## src/logic/cptg_pkg.sv

```systemverilog
// constants and types for the counter pulse train generator
package cptg_pkg;
	// register byte offsets
	localparam logic [7:0] REG_CTRL   = 8'h00;
	localparam logic [7:0] REG_DELAY  = 8'h04;
	localparam logic [7:0] REG_ACTIVE = 8'h08;
	localparam logic [7:0] REG_IDLE   = 8'h0c;
	localparam logic [7:0] REG_COUNT  = 8'h10;
	localparam logic [7:0] REG_STATUS = 8'h14;
	localparam logic [7:0] REG_PULSES = 8'h18;
	localparam logic [7:0] REG_LEVEL  = 8'h1c;
	// control field positions
	localparam int CTRL_ARM       = 0;
	localparam int CTRL_SRC_FALL  = 1;
	localparam int CTRL_GATE_FALL = 2;
	localparam int CTRL_TRIG_LSB  = 3;
	localparam int CTRL_EVERY     = 5;
	localparam int CTRL_MODE_LSB  = 6;
	localparam int CTRL_FIN_BUF   = 9;
	localparam int CTRL_REGEN_LSB = 10;
	localparam int CTRL_SCLK_FALL = 12;
	localparam logic [31:0] CTRL_RESET  = 32'h0000_0020;
	localparam logic [31:0] TICKS_RESET = 32'h0000_0002;
	localparam logic [31:0] COUNT_RESET = 32'h0000_0001;
	// status field positions
	localparam int ST_RUN   = 0;
	localparam int ST_OUT   = 1;
	localparam int ST_DONE  = 2;
	localparam int ST_UNDER = 3;
	localparam int ST_WAIT  = 4;
	// gate usage
	localparam logic [1:0] TRIG_NONE   = 2'h0;
	localparam logic [1:0] TRIG_START  = 2'h1;
	localparam logic [1:0] TRIG_PAUSE  = 2'h2;
	localparam logic [1:0] TRIG_RETRIG = 2'h3;
	// generation modes
	localparam logic [2:0] MODE_SINGLE = 3'h0;
	localparam logic [2:0] MODE_FINITE = 3'h1;
	localparam logic [2:0] MODE_CONT   = 3'h2;
	localparam logic [2:0] MODE_IMPL   = 3'h3;
	localparam logic [2:0] MODE_SCLK   = 3'h4;
	// buffer regeneration methods
	localparam logic [1:0] REGEN_STD  = 2'h0;
	localparam logic [1:0] REGEN_FIFO = 2'h1;
	localparam logic [1:0] REGEN_NONE = 2'h2;
	typedef enum logic [2:0] {S_OFF, S_WAIT, S_DELAY, S_FETCH, S_ACTIVE, S_IDLE, S_DONE} cptg_state_t;
endpackage : cptg_pkg

```

## src/logic/cptg_gen.sv

```systemverilog
// one counter channel generating pulse trains on its internal output
// What this block does
// - a pulse counter stops the primary generation once the programmed count is reached
// - retriggerable mode emits one or a programmed number of pulses per gate trigger
// - delay and pulse width are counted in active source edges
// - an option applies the initial delay on every trigger or only the first
// - in retriggerable mode gate is ignored while generating; afterwards wait for the next trigger
// - pause trigger is unavailable in retriggerable mode
// - continuous mode waits the programmed delay ticks after arming
// - high and low widths programmable; source edge rising or falling
// - continuous generation starts on arming or on a gate start trigger
// - gate as pause trigger halts counting while active, then resumes
// - output frequency is source frequency divided by high plus low widths
// - each implicit buffered sample makes one pulse, back to back
// - finite implicit mode stops after the programmed number of samples
// - implicit buffered trains ignore the static pulse settings
// - sample clocked trains run the static settings until the first sample clock
// - a sample clock takes effect only after the current pulse completes
// - after the last finite sample, its settings repeat until stopped
// - standard regeneration keeps accepting host samples during output
// - fifo regeneration replays the loaded buffer and refuses new samples
// - non-regeneration never repeats samples and flags underflow when starved
// - continuous buffered generation runs until explicitly stopped
// - counts are 32 bits wide
`timescale 1ns/1ps
module cptg_gen
	import cptg_pkg::*;
#(
	parameter int CW         = 32,
	parameter int FIFO_DEPTH = 16
) (
	input  wire logic          clk_in,
	input  wire logic          rst_n_in,
	input  wire logic [7:0]    addr_in,
	input  wire logic [31:0]   wdata_in,
	input  wire logic          wr_in,
	input  wire logic          rd_in,
	output logic      [31:0]   rdata_out,
	input  wire logic          source_in,
	input  wire logic          gate_in,
	input  wire logic          sample_clk_in,
	input  wire logic          smp_valid_in,
	input  wire logic [CW-1:0] smp_idle_in,
	input  wire logic [CW-1:0] smp_active_in,
	output logic               smp_ready_out,
	output logic               pulse_out
);
	localparam int AW = $clog2(FIFO_DEPTH);
	localparam int LW = AW + 1;
	logic [31:0]         ctrl;
	logic [CW-1:0]       delay_r, act_r, idl_r, count_r;
	logic [2:0]          s1, s2, s3, lvl, rise, fall;
	logic                src_tick, gate_edge, sclk_edge, paused;
	logic                armed;
	logic [1:0]          trig, regen;
	logic [2:0]          mode;
	cptg_state_t         state;
	logic [CW-1:0]       tcnt, cur_act, cur_idl, pulses, samples;
	logic                first_done, sc_pend, underflow, tick_end;
	logic [2*CW-1:0]     mem [FIFO_DEPTH];
	logic [AW-1:0]       wr_ptr, rd_ptr, rp_off, rd_idx;
	logic [LW-1:0]       level;
	logic [2*CW-1:0]     head;
	logic                avail, push, take, pop, fetch_take, sclk_take, sc_fin;
	logic                fin_stop, running;
	logic [CW-1:0]       count_lim;
	// count reload: the phase lasts v ticks, zero is stretched to one tick
	function automatic logic [CW-1:0] ld(input logic [CW-1:0] v);
		return (v == '0) ? '0 : v - 1'b1;
	endfunction : ld

	// control field decode
	assign armed = ctrl[CTRL_ARM];
	assign trig  = ctrl[CTRL_TRIG_LSB +: 2];
	assign mode  = ctrl[CTRL_MODE_LSB +: 3];
	assign regen = ctrl[CTRL_REGEN_LSB +: 2];

	// pin synchronisers: source, gate, sample clock; a change counts once stages two and three agree
	genvar gi;
	generate
		for (gi = 0; gi < 3; gi++) begin : g_sync
			logic pin;
			assign pin = (gi == 0) ? source_in : (gi == 1) ? gate_in : sample_clk_in;
			always_ff @(posedge clk_in) begin
				if (!rst_n_in) begin
					s1[gi]  <= 1'b0;
					s2[gi]  <= 1'b0;
					s3[gi]  <= 1'b0;
					lvl[gi] <= 1'b0;
				end else begin
					s1[gi] <= pin;
					s2[gi] <= s1[gi];
					s3[gi] <= s2[gi];
					if (s2[gi] == s3[gi])
						lvl[gi] <= s3[gi];
				end
			end
			assign rise[gi] = (s2[gi] == s3[gi]) && s3[gi] && !lvl[gi];
			assign fall[gi] = (s2[gi] == s3[gi]) && !s3[gi] && lvl[gi];
		end
	endgenerate

	assign src_tick  = ctrl[CTRL_SRC_FALL] ? fall[0] : rise[0];
	assign gate_edge = ctrl[CTRL_GATE_FALL] ? fall[1] : rise[1];
	assign sclk_edge = ctrl[CTRL_SCLK_FALL] ? fall[2] : rise[2];

	// pause only exists when the gate is used as the pause trigger
	assign paused = (trig == TRIG_PAUSE) && (lvl[1] ^ ctrl[CTRL_GATE_FALL]);

	// a paused counter ignores source ticks
	assign tick_end = src_tick && !paused && (tcnt == '0);

	// sample fifo; standard and non-regen modes drain it as pulses go out
	assign avail  = (level != '0);
	assign rd_idx = rd_ptr + rp_off;
	assign head   = mem[rd_idx];
	// a loaded regeneration buffer is locked while armed
	assign smp_ready_out = (level != LW'(FIFO_DEPTH)) && !(regen == REGEN_FIFO && armed);
	assign push = smp_valid_in && smp_ready_out;
	// nothing is consumed outside an armed generation
	assign fetch_take = armed && (state == S_FETCH) && avail;
	// finite sample clocked train stops taking samples after the last
	assign sc_fin    = ctrl[CTRL_FIN_BUF] && (samples >= count_r);
	// a pending sample is applied only at the end of the active phase
	assign sclk_take = armed && (state == S_ACTIVE) && tick_end && (mode == MODE_SCLK)
			&& sc_pend && avail && !sc_fin;
	assign take = fetch_take || sclk_take;
	// replay from the fifo without consuming it
	assign pop  = take && (regen != REGEN_FIFO);

	// fifo storage and pointers
	always_ff @(posedge clk_in) begin
		if (push)
			mem[wr_ptr] <= {smp_idle_in, smp_active_in};
	end
	always_ff @(posedge clk_in) begin
		if (!rst_n_in) begin
			wr_ptr <= '0;
			rd_ptr <= '0;
			level  <= '0;
		end else begin
			if (push)
				wr_ptr <= wr_ptr + 1'b1;
			if (pop)
				rd_ptr <= rd_ptr + 1'b1;
			level <= level + LW'(push) - LW'(pop);
		end
	end

	// replay offset wraps at the number of loaded samples
	always_ff @(posedge clk_in) begin
		if (!rst_n_in || !armed)
			rp_off <= '0;
		else if (take && regen == REGEN_FIFO)
			rp_off <= (LW'(rp_off) + 1'b1 == level) ? '0 : rp_off + 1'b1;
	end

	// the pulse counter decides when the train is complete
	assign count_lim = (mode == MODE_SINGLE) ? CW'(1) : count_r;
	// finite implicit stops after the programmed sample count; continuous never does
	assign fin_stop = ((mode == MODE_SINGLE || mode == MODE_FINITE) && (pulses + 1'b1 >= count_lim))
			|| (mode == MODE_IMPL && ctrl[CTRL_FIN_BUF] && samples >= count_r);
	assign running  = (state == S_DELAY) || (state == S_FETCH) || (state == S_ACTIVE) || (state == S_IDLE);

	// main generation sequence
	always_ff @(posedge clk_in) begin
		if (!rst_n_in) begin
			state      <= S_OFF;
			tcnt       <= '0;
			cur_act    <= '0;
			cur_idl    <= '0;
			pulses     <= '0;
			samples    <= '0;
			first_done <= 1'b0;
			pulse_out  <= 1'b0;
		end else if (!armed) begin
			// disarm returns the output to idle at once
			state     <= S_OFF;
			pulse_out <= 1'b0;
		end else begin
			case (state)
				S_OFF: begin
					pulses     <= '0;
					samples    <= '0;
					first_done <= 1'b0;
					cur_act    <= act_r;
					cur_idl    <= idl_r;
					// start immediately or wait for a gate trigger
					if (trig == TRIG_START || trig == TRIG_RETRIG)
						state <= S_WAIT;
					else if (mode == MODE_IMPL)
						state <= S_FETCH;
					else begin
						state <= S_DELAY;
						tcnt  <= ld(delay_r);
					end
				end
				S_WAIT: begin
					// only a waiting counter takes a trigger
					if (gate_edge) begin
						pulses     <= '0;
						first_done <= 1'b1;
						if (mode == MODE_IMPL)
							state <= S_FETCH;
						// delay on every trigger or only the first
						else if (!first_done || ctrl[CTRL_EVERY]) begin
							state <= S_DELAY;
							tcnt  <= ld(delay_r);
						end else begin
							state <= S_IDLE;
							tcnt  <= ld(cur_idl);
						end
					end
				end
				S_DELAY: begin
					// delay ends on the counted source edge
					if (tick_end) begin
						state     <= S_ACTIVE;
						tcnt      <= ld(cur_act);
						pulse_out <= 1'b1;
					end else if (src_tick && !paused)
						tcnt <= tcnt - 1'b1;
				end
				S_FETCH: begin
					// buffered samples replace the static settings
					if (avail) begin
						cur_idl <= head[2*CW-1:CW];
						cur_act <= head[CW-1:0];
						samples <= samples + 1'b1;
						state   <= S_IDLE;
						tcnt    <= ld(head[2*CW-1:CW]);
					end
				end
				S_ACTIVE: begin
					if (tick_end) begin
						pulse_out <= 1'b0;
						pulses    <= pulses + 1'b1;
						if (fin_stop)
							// retrigger mode rearms for the next trigger
							state <= (trig == TRIG_RETRIG) ? S_WAIT : S_DONE;
						else if (mode == MODE_IMPL)
							// next sample fetched with no idle gap added
							state <= S_FETCH;
						else if (sclk_take) begin
							cur_idl <= head[2*CW-1:CW];
							cur_act <= head[CW-1:0];
							samples <= samples + 1'b1;
							state   <= S_IDLE;
							tcnt    <= ld(head[2*CW-1:CW]);
						end else begin
							// high M then low N ticks per period
							state <= S_IDLE;
							tcnt  <= ld(cur_idl);
						end
					end else if (src_tick && !paused)
						tcnt <= tcnt - 1'b1;
				end
				S_IDLE: begin
					if (tick_end) begin
						state     <= S_ACTIVE;
						tcnt      <= ld(cur_act);
						pulse_out <= 1'b1;
					end else if (src_tick && !paused)
						tcnt <= tcnt - 1'b1;
				end
				S_DONE: state <= S_DONE;
				default: state <= S_OFF;
			endcase
		end
	end

	// sample clock edges are only noted, the static pattern runs until then
	always_ff @(posedge clk_in) begin
		if (!rst_n_in || !armed)
			sc_pend <= 1'b0;
		else if (sclk_edge && running && mode == MODE_SCLK)
			sc_pend <= 1'b1;
		else if (sclk_take)
			sc_pend <= 1'b0;
	end

	// starved non-regen output flags underflow; a new event beats the clear
	always_ff @(posedge clk_in) begin
		if (!rst_n_in)
			underflow <= 1'b0;
		else if (regen == REGEN_NONE && armed && !avail && (state == S_FETCH
				|| (state == S_ACTIVE && tick_end && mode == MODE_SCLK && sc_pend && !sc_fin)))
			underflow <= 1'b1;
		else if (wr_in && addr_in == REG_STATUS && wdata_in[ST_UNDER])
			underflow <= 1'b0;
	end

	// register writes; all counts hold CW bits
	always_ff @(posedge clk_in) begin
		if (!rst_n_in) begin
			ctrl    <= CTRL_RESET;
			delay_r <= CW'(TICKS_RESET);
			act_r   <= CW'(TICKS_RESET);
			idl_r   <= CW'(TICKS_RESET);
			count_r <= CW'(COUNT_RESET);
		end else if (wr_in) begin
			case (addr_in)
				REG_CTRL:   ctrl    <= wdata_in;
				REG_DELAY:  delay_r <= CW'(wdata_in);
				REG_ACTIVE: act_r   <= CW'(wdata_in);
				REG_IDLE:   idl_r   <= CW'(wdata_in);
				REG_COUNT:  count_r <= CW'(wdata_in);
				default:    ctrl    <= ctrl;
			endcase
		end
	end

	// read data one cycle after the strobe, zero elsewhere
	always_ff @(posedge clk_in) begin
		if (!rst_n_in || !rd_in)
			rdata_out <= '0;
		else begin
			case (addr_in)
				REG_CTRL:   rdata_out <= ctrl;
				REG_DELAY:  rdata_out <= 32'(delay_r);
				REG_ACTIVE: rdata_out <= 32'(act_r);
				REG_IDLE:   rdata_out <= 32'(idl_r);
				REG_COUNT:  rdata_out <= 32'(count_r);
				REG_STATUS: rdata_out <= 32'({state == S_WAIT, underflow, state == S_DONE, pulse_out, running});
				REG_PULSES: rdata_out <= 32'(pulses);
				REG_LEVEL:  rdata_out <= 32'(level);
				default:    rdata_out <= '0;
			endcase
		end
	end
endmodule : cptg_gen

```

## config.mk

```make
export PLATFORM = sky130hd
export DESIGN_NAME = cptg_gen
export DESIGN_NICKNAME = d
export VERILOG_FILES = /design/src/logic/cptg_pkg.sv /design/src/logic/cptg_gen.sv
export SDC_FILE = /design/constraint.sdc
export NUM_CORES = 2
export LEC_CHECK = 0
export BUFFER_PORTS_ARGS = -buffer_cell sky130_fd_sc_hd__buf_4
export CORE_ASPECT_RATIO = 1.2
export CORE_MARGIN = 2
export CORE_UTILIZATION = 51
export CTS_BUF_LIST = sky130_fd_sc_hd__clkbuf_4
export CTS_CLUSTER_SIZE = 8
export DETAILED_ROUTE_END_ITERATION = 7
export GPL_ROUTABILITY_DRIVEN = 0
export PLACE_DENSITY = 0.77
export SETUP_SLACK_MARGIN = 0.15
export SLEW_MARGIN = 20
export SYNTH_ARGS = -nofsm -noshare
export SYNTH_HDL_FRONTEND = slang
export SYNTH_SLANG_ARGS = --single-unit
```

## constraint.sdc

```tcl
create_clock -name clk_in -period 5.85 [get_ports clk_in]
set_input_delay 0.8775 -clock clk_in [delete_from_list [all_inputs] [get_ports clk_in]]
set_output_delay 0.8775 -clock clk_in [all_outputs]
set_load 0.03 [all_outputs]
```

==> impl_results.md <==
- Status: finished, violations left
- Violated checks: DRC
- Die Ht: 391 um
- Detail Route Antenna Nets: 0
- WL/cell: 25.4 um
- Post-Syn Nets: 5323
- Critical Path Source Type: flop
- Max-cap violations: 0
- Number of global-route vias before repair: 46.3k
- Worst-Margin Slew: 1150 ps
- Post-Syn Instances: 5114
- Ratio of cells with drive above 1 in the final layout: 19.2%
- FF+latch count, synth: 1412
- GR Overflow Total: 0
- R2r worst-path depth: 22
- Nets: 5729
- Worst Setup End Kind: flop
- Post-synthesis sequential area ratio: 60.7%
- First-pass GRT wire length: 281000 um
- DRT Pass-1 Iters: 8
- CTS sink cnt: 1412
- Largest fanout on the critical path: 8
- Post-synth top area share: 48.4%
- Syn. warnings: 0
- Core area: 123000 um2
- EDFF count, synth: 1024
- Synth unique cells: 85
- Die width: 326 um
- Internal reg-to-reg setup slack: 500 ps
- CTS max path bufs: 4
- Vias per inst: 6.36
- Dominant synthesized flop cell: edfxtp_1
- Post-CTS setup buffers: 0
- Die Area: 127000 um2
- Syn Area/Cell: 12.4 um2
- H-Tree Depth: 5
- Dpl hpwl: 119000 um
- Min-Delay Endpoint: rdata_out[10]
- Hold depth: 4
- CTS tree: built
- DRC: 1
- Worst reg2reg startpoint: pulses[0]
- Simple-Gate Fraction of Synth Area: 12.0%
- First DRT Iteration DRCs: 6782
- Fin crit share: 91.5%
- Fmax: 187 MHz
- Area Growth Syn to Fin: 13.6%
- Vias: 47.1k
- Maximum VDD drop: 0.000215 V
- Setup tns final: 0 ps
- Post-layout minimum cycle time: 5350 ps
- Mux cell area share after synthesis: 10.2%
- Endpoints failing hold: 0
- Hold Crit Start: rd_in
- Fraction of the mapped netlist area in compound gates: 9.94%
- Initial antenna violation count: 22
- Async SR Flop Fraction: 0%
- RSZ-0062 raised after global routing: yes
- # setup viols final: 0
- PortBufs: 145
- # rows: 141
- Crit Path Class: flop to flop
- CP Data Required Time: 6990 ps
- Reg2reg end: tcnt[2]
- Fraction of the mapped netlist area in adder cells: 1.94%
- P per Cell Area: 279 nW/um2
- Leak pwr: 24.0 nW
- CTS clock-pin slew for the worst setup and hold paths: 70 ps
- Clock Latency Late Sink: 1310 ps
- Max Slew Vio Count: 0
- Pin count of the biggest net entering global routing: 177
- Initial Utilization: 51.5%
- Hold WS: 281 ps
- Worst hold path type: primary input to flop
- I/O pin count: 146
- Final wirelength: 188000 um
- Largest family of logic cells by synthesized area: simple AND/OR/NAND/NOR gates
- Synth Area in XOR/XNOR: 2.72%
- Slew headroom: 22.9%
- Setup Skew: 149 ps
- CTS root buffer: clkbuf_4
- TritonCTS buffer count: 350
- Post-synthesis cell area: 63500 um2
- GRT Overall Usage: 29.2%
- Critical path arrival: 6490 ps
- Synth area leaders: edfxtp_1 (48%), dfxtp_1 (12%), mux4_2 (9.0%)
- Yosys top cell by area: edfxtp_1
[area by class of cell]
type | count | area [um2]
multi-input cells | 3312 | 23700
clock inverters | 100 | 544
flip-flops and latches | 1412 | 38500
inverters | 76 | 293
repair buffers | 368 | 3330
well taps | 1644 | 2060
diodes | 8 | 20.0
clock buffers | 490 | 3680
fillers | 9459 | 51200
[synth_stat cells, drive strengths merged (37+ instances only)]
cell type,count
edfxtp,1024
nand2,745
dfxtp,388
a21oi,387
nor2,381
mux4,253
clkbuf,204
nor3,143
a22oi,126
o21ai,120
buf,110
nand3,106
xnor2,105
ha,95
xor2,91
a211oi,89
inv,75
mux2i,64
a31oi,57
and3,56
or3,52
nand4,40
a311oi,37
[how the worst max path moves through the flow]
| stage | from | endpoint | slack, ps | cells after the start |
|---|---|---|---|---|
| after floorplan | level[3] | mem[1][0] | -930 | 7 |
| after CTS | pulses[3] | tcnt[12] | 240 | 20 |
| final | pulses[0] | tcnt[2] | 500 | 22 |
| after global routing | pulses[0] | tcnt[12] | 110 | 22 |
| after detailed placement | pulses[3] | tcnt[0] | 150 | 20 |
| after global placement | pulses[2] | tcnt[0] | 280 | 20 |
[layout by cell type, fill, tap and decap left out, drive strengths merged, types with 12 or more instances in the layout]
| master | instances |
|---|---|
| edfxtp | 1024 |
| nand2 | 745 |
| clkbuf | 490 |
| dfxtp | 388 |
| a21oi | 387 |
| nor2 | 381 |
| buf | 267 |
| mux4 | 253 |
| nor3 | 143 |
| a22oi | 126 |
| o21ai | 120 |
| nand3 | 106 |
| xnor2 | 105 |
| dlygate4sd3 | 101 |
| ha | 95 |
| xor2 | 91 |
| a211oi | 89 |
| clkinv | 87 |
| inv | 83 |
| mux2i | 64 |
| a31oi | 57 |
| and3 | 56 |
| or3 | 52 |
| nand4 | 40 |
| a311oi | 37 |
| nor4 | 33 |
| o211ai | 31 |
| and2 | 30 |
| or4 | 25 |
| nand2b | 21 |
| a221oi | 19 |
| a21o | 16 |
| o31ai | 15 |
| mux2 | 13 |
| o22ai | 12 |
| nor2b | 12 |
[stage by stage]
stage | std cells | utilization (%) | worst slack (ps) | power, mW | area, um2
6_report | 7410 | 58.5 | 498 | 20.1 | 72100
5_1_grt | 7407 | 58.5 | 113 | 20.8 | 72100
4_1_cts | 7402 | 58.4 | 241 | 20.2 | 72000
3_5_place_dp | 6711 | 54.2 | 148 | 12.3 | 66800
3_3_place_gp | 6711 | 54.2 | 277 | 12.2 | 66800
2_1_floorplan | 5114 | - | -926 | 11.7 | 63500
[state kept, by name, indices dropped and copies added, names as in the netlist, 5 cells and up]
register	cells
count_r	32
delay_r	32
cur_idl	32
idl_r	32
rdata_out	32
tcnt	32
pulses	32
cur_act	32
act_r	32
mem	1024
samples	32
level	5
ctrl	32
[metal layers]
metal  global-route usage (%)  up-vias  wire, um
met1                     34.9    22680     64900
met3                     8.54      789     23000
met2                     46.9     3234     88100
met5                        0        -       174
li1                         -    20409         -
met4                     17.8       26     12100
[repair_timing]
item	in CTS	in global routing
resized for setup	2	8
hold buffers	101	0
setup endpoints to repair	4	33
hold endpoints to repair	1188	0
[cell families after synthesis]
group	Yosys count
AO/OA/AOI/OAI	995
XOR/XNOR	196
adder cells (fa/ha/maj)	97
buffers and inverters	390
flip-flops	1412
multiplexers	330
AND/OR/NAND/NOR	1694
[critical path, cell delays in order (launching register included)]
cell,delay (ps)
dfxtp_1,440
ha_1,290
and3_1,210
nand3_1,170
nor4_1,210
buf_4,200
and3_1,250
and3_1,210
and3_1,240
nand3_1,160
xnor2_1,160
ha_1,220
nor4_1,270
o21ai_0,140
o2111ai_1,150
a2111oi_0,150
a21oi_1,350
buf_4,220
and2_1,170
o21a_2,250
and2_1,390
o21ai_0,150
o21ai_0,210
[power breakdown]
part / internal [mW] / switching, mW / leakage, nW / total (mW)
clock network: 4.11 / 3.87 / 2.53 / 7.98
logic: 0.394 / 0.758 / 9.14 / 1.15
registers: 10.9 / 0.0810 / 12.4 / 11.0
No activity file was read; power rests on OpenSTA's default activity.
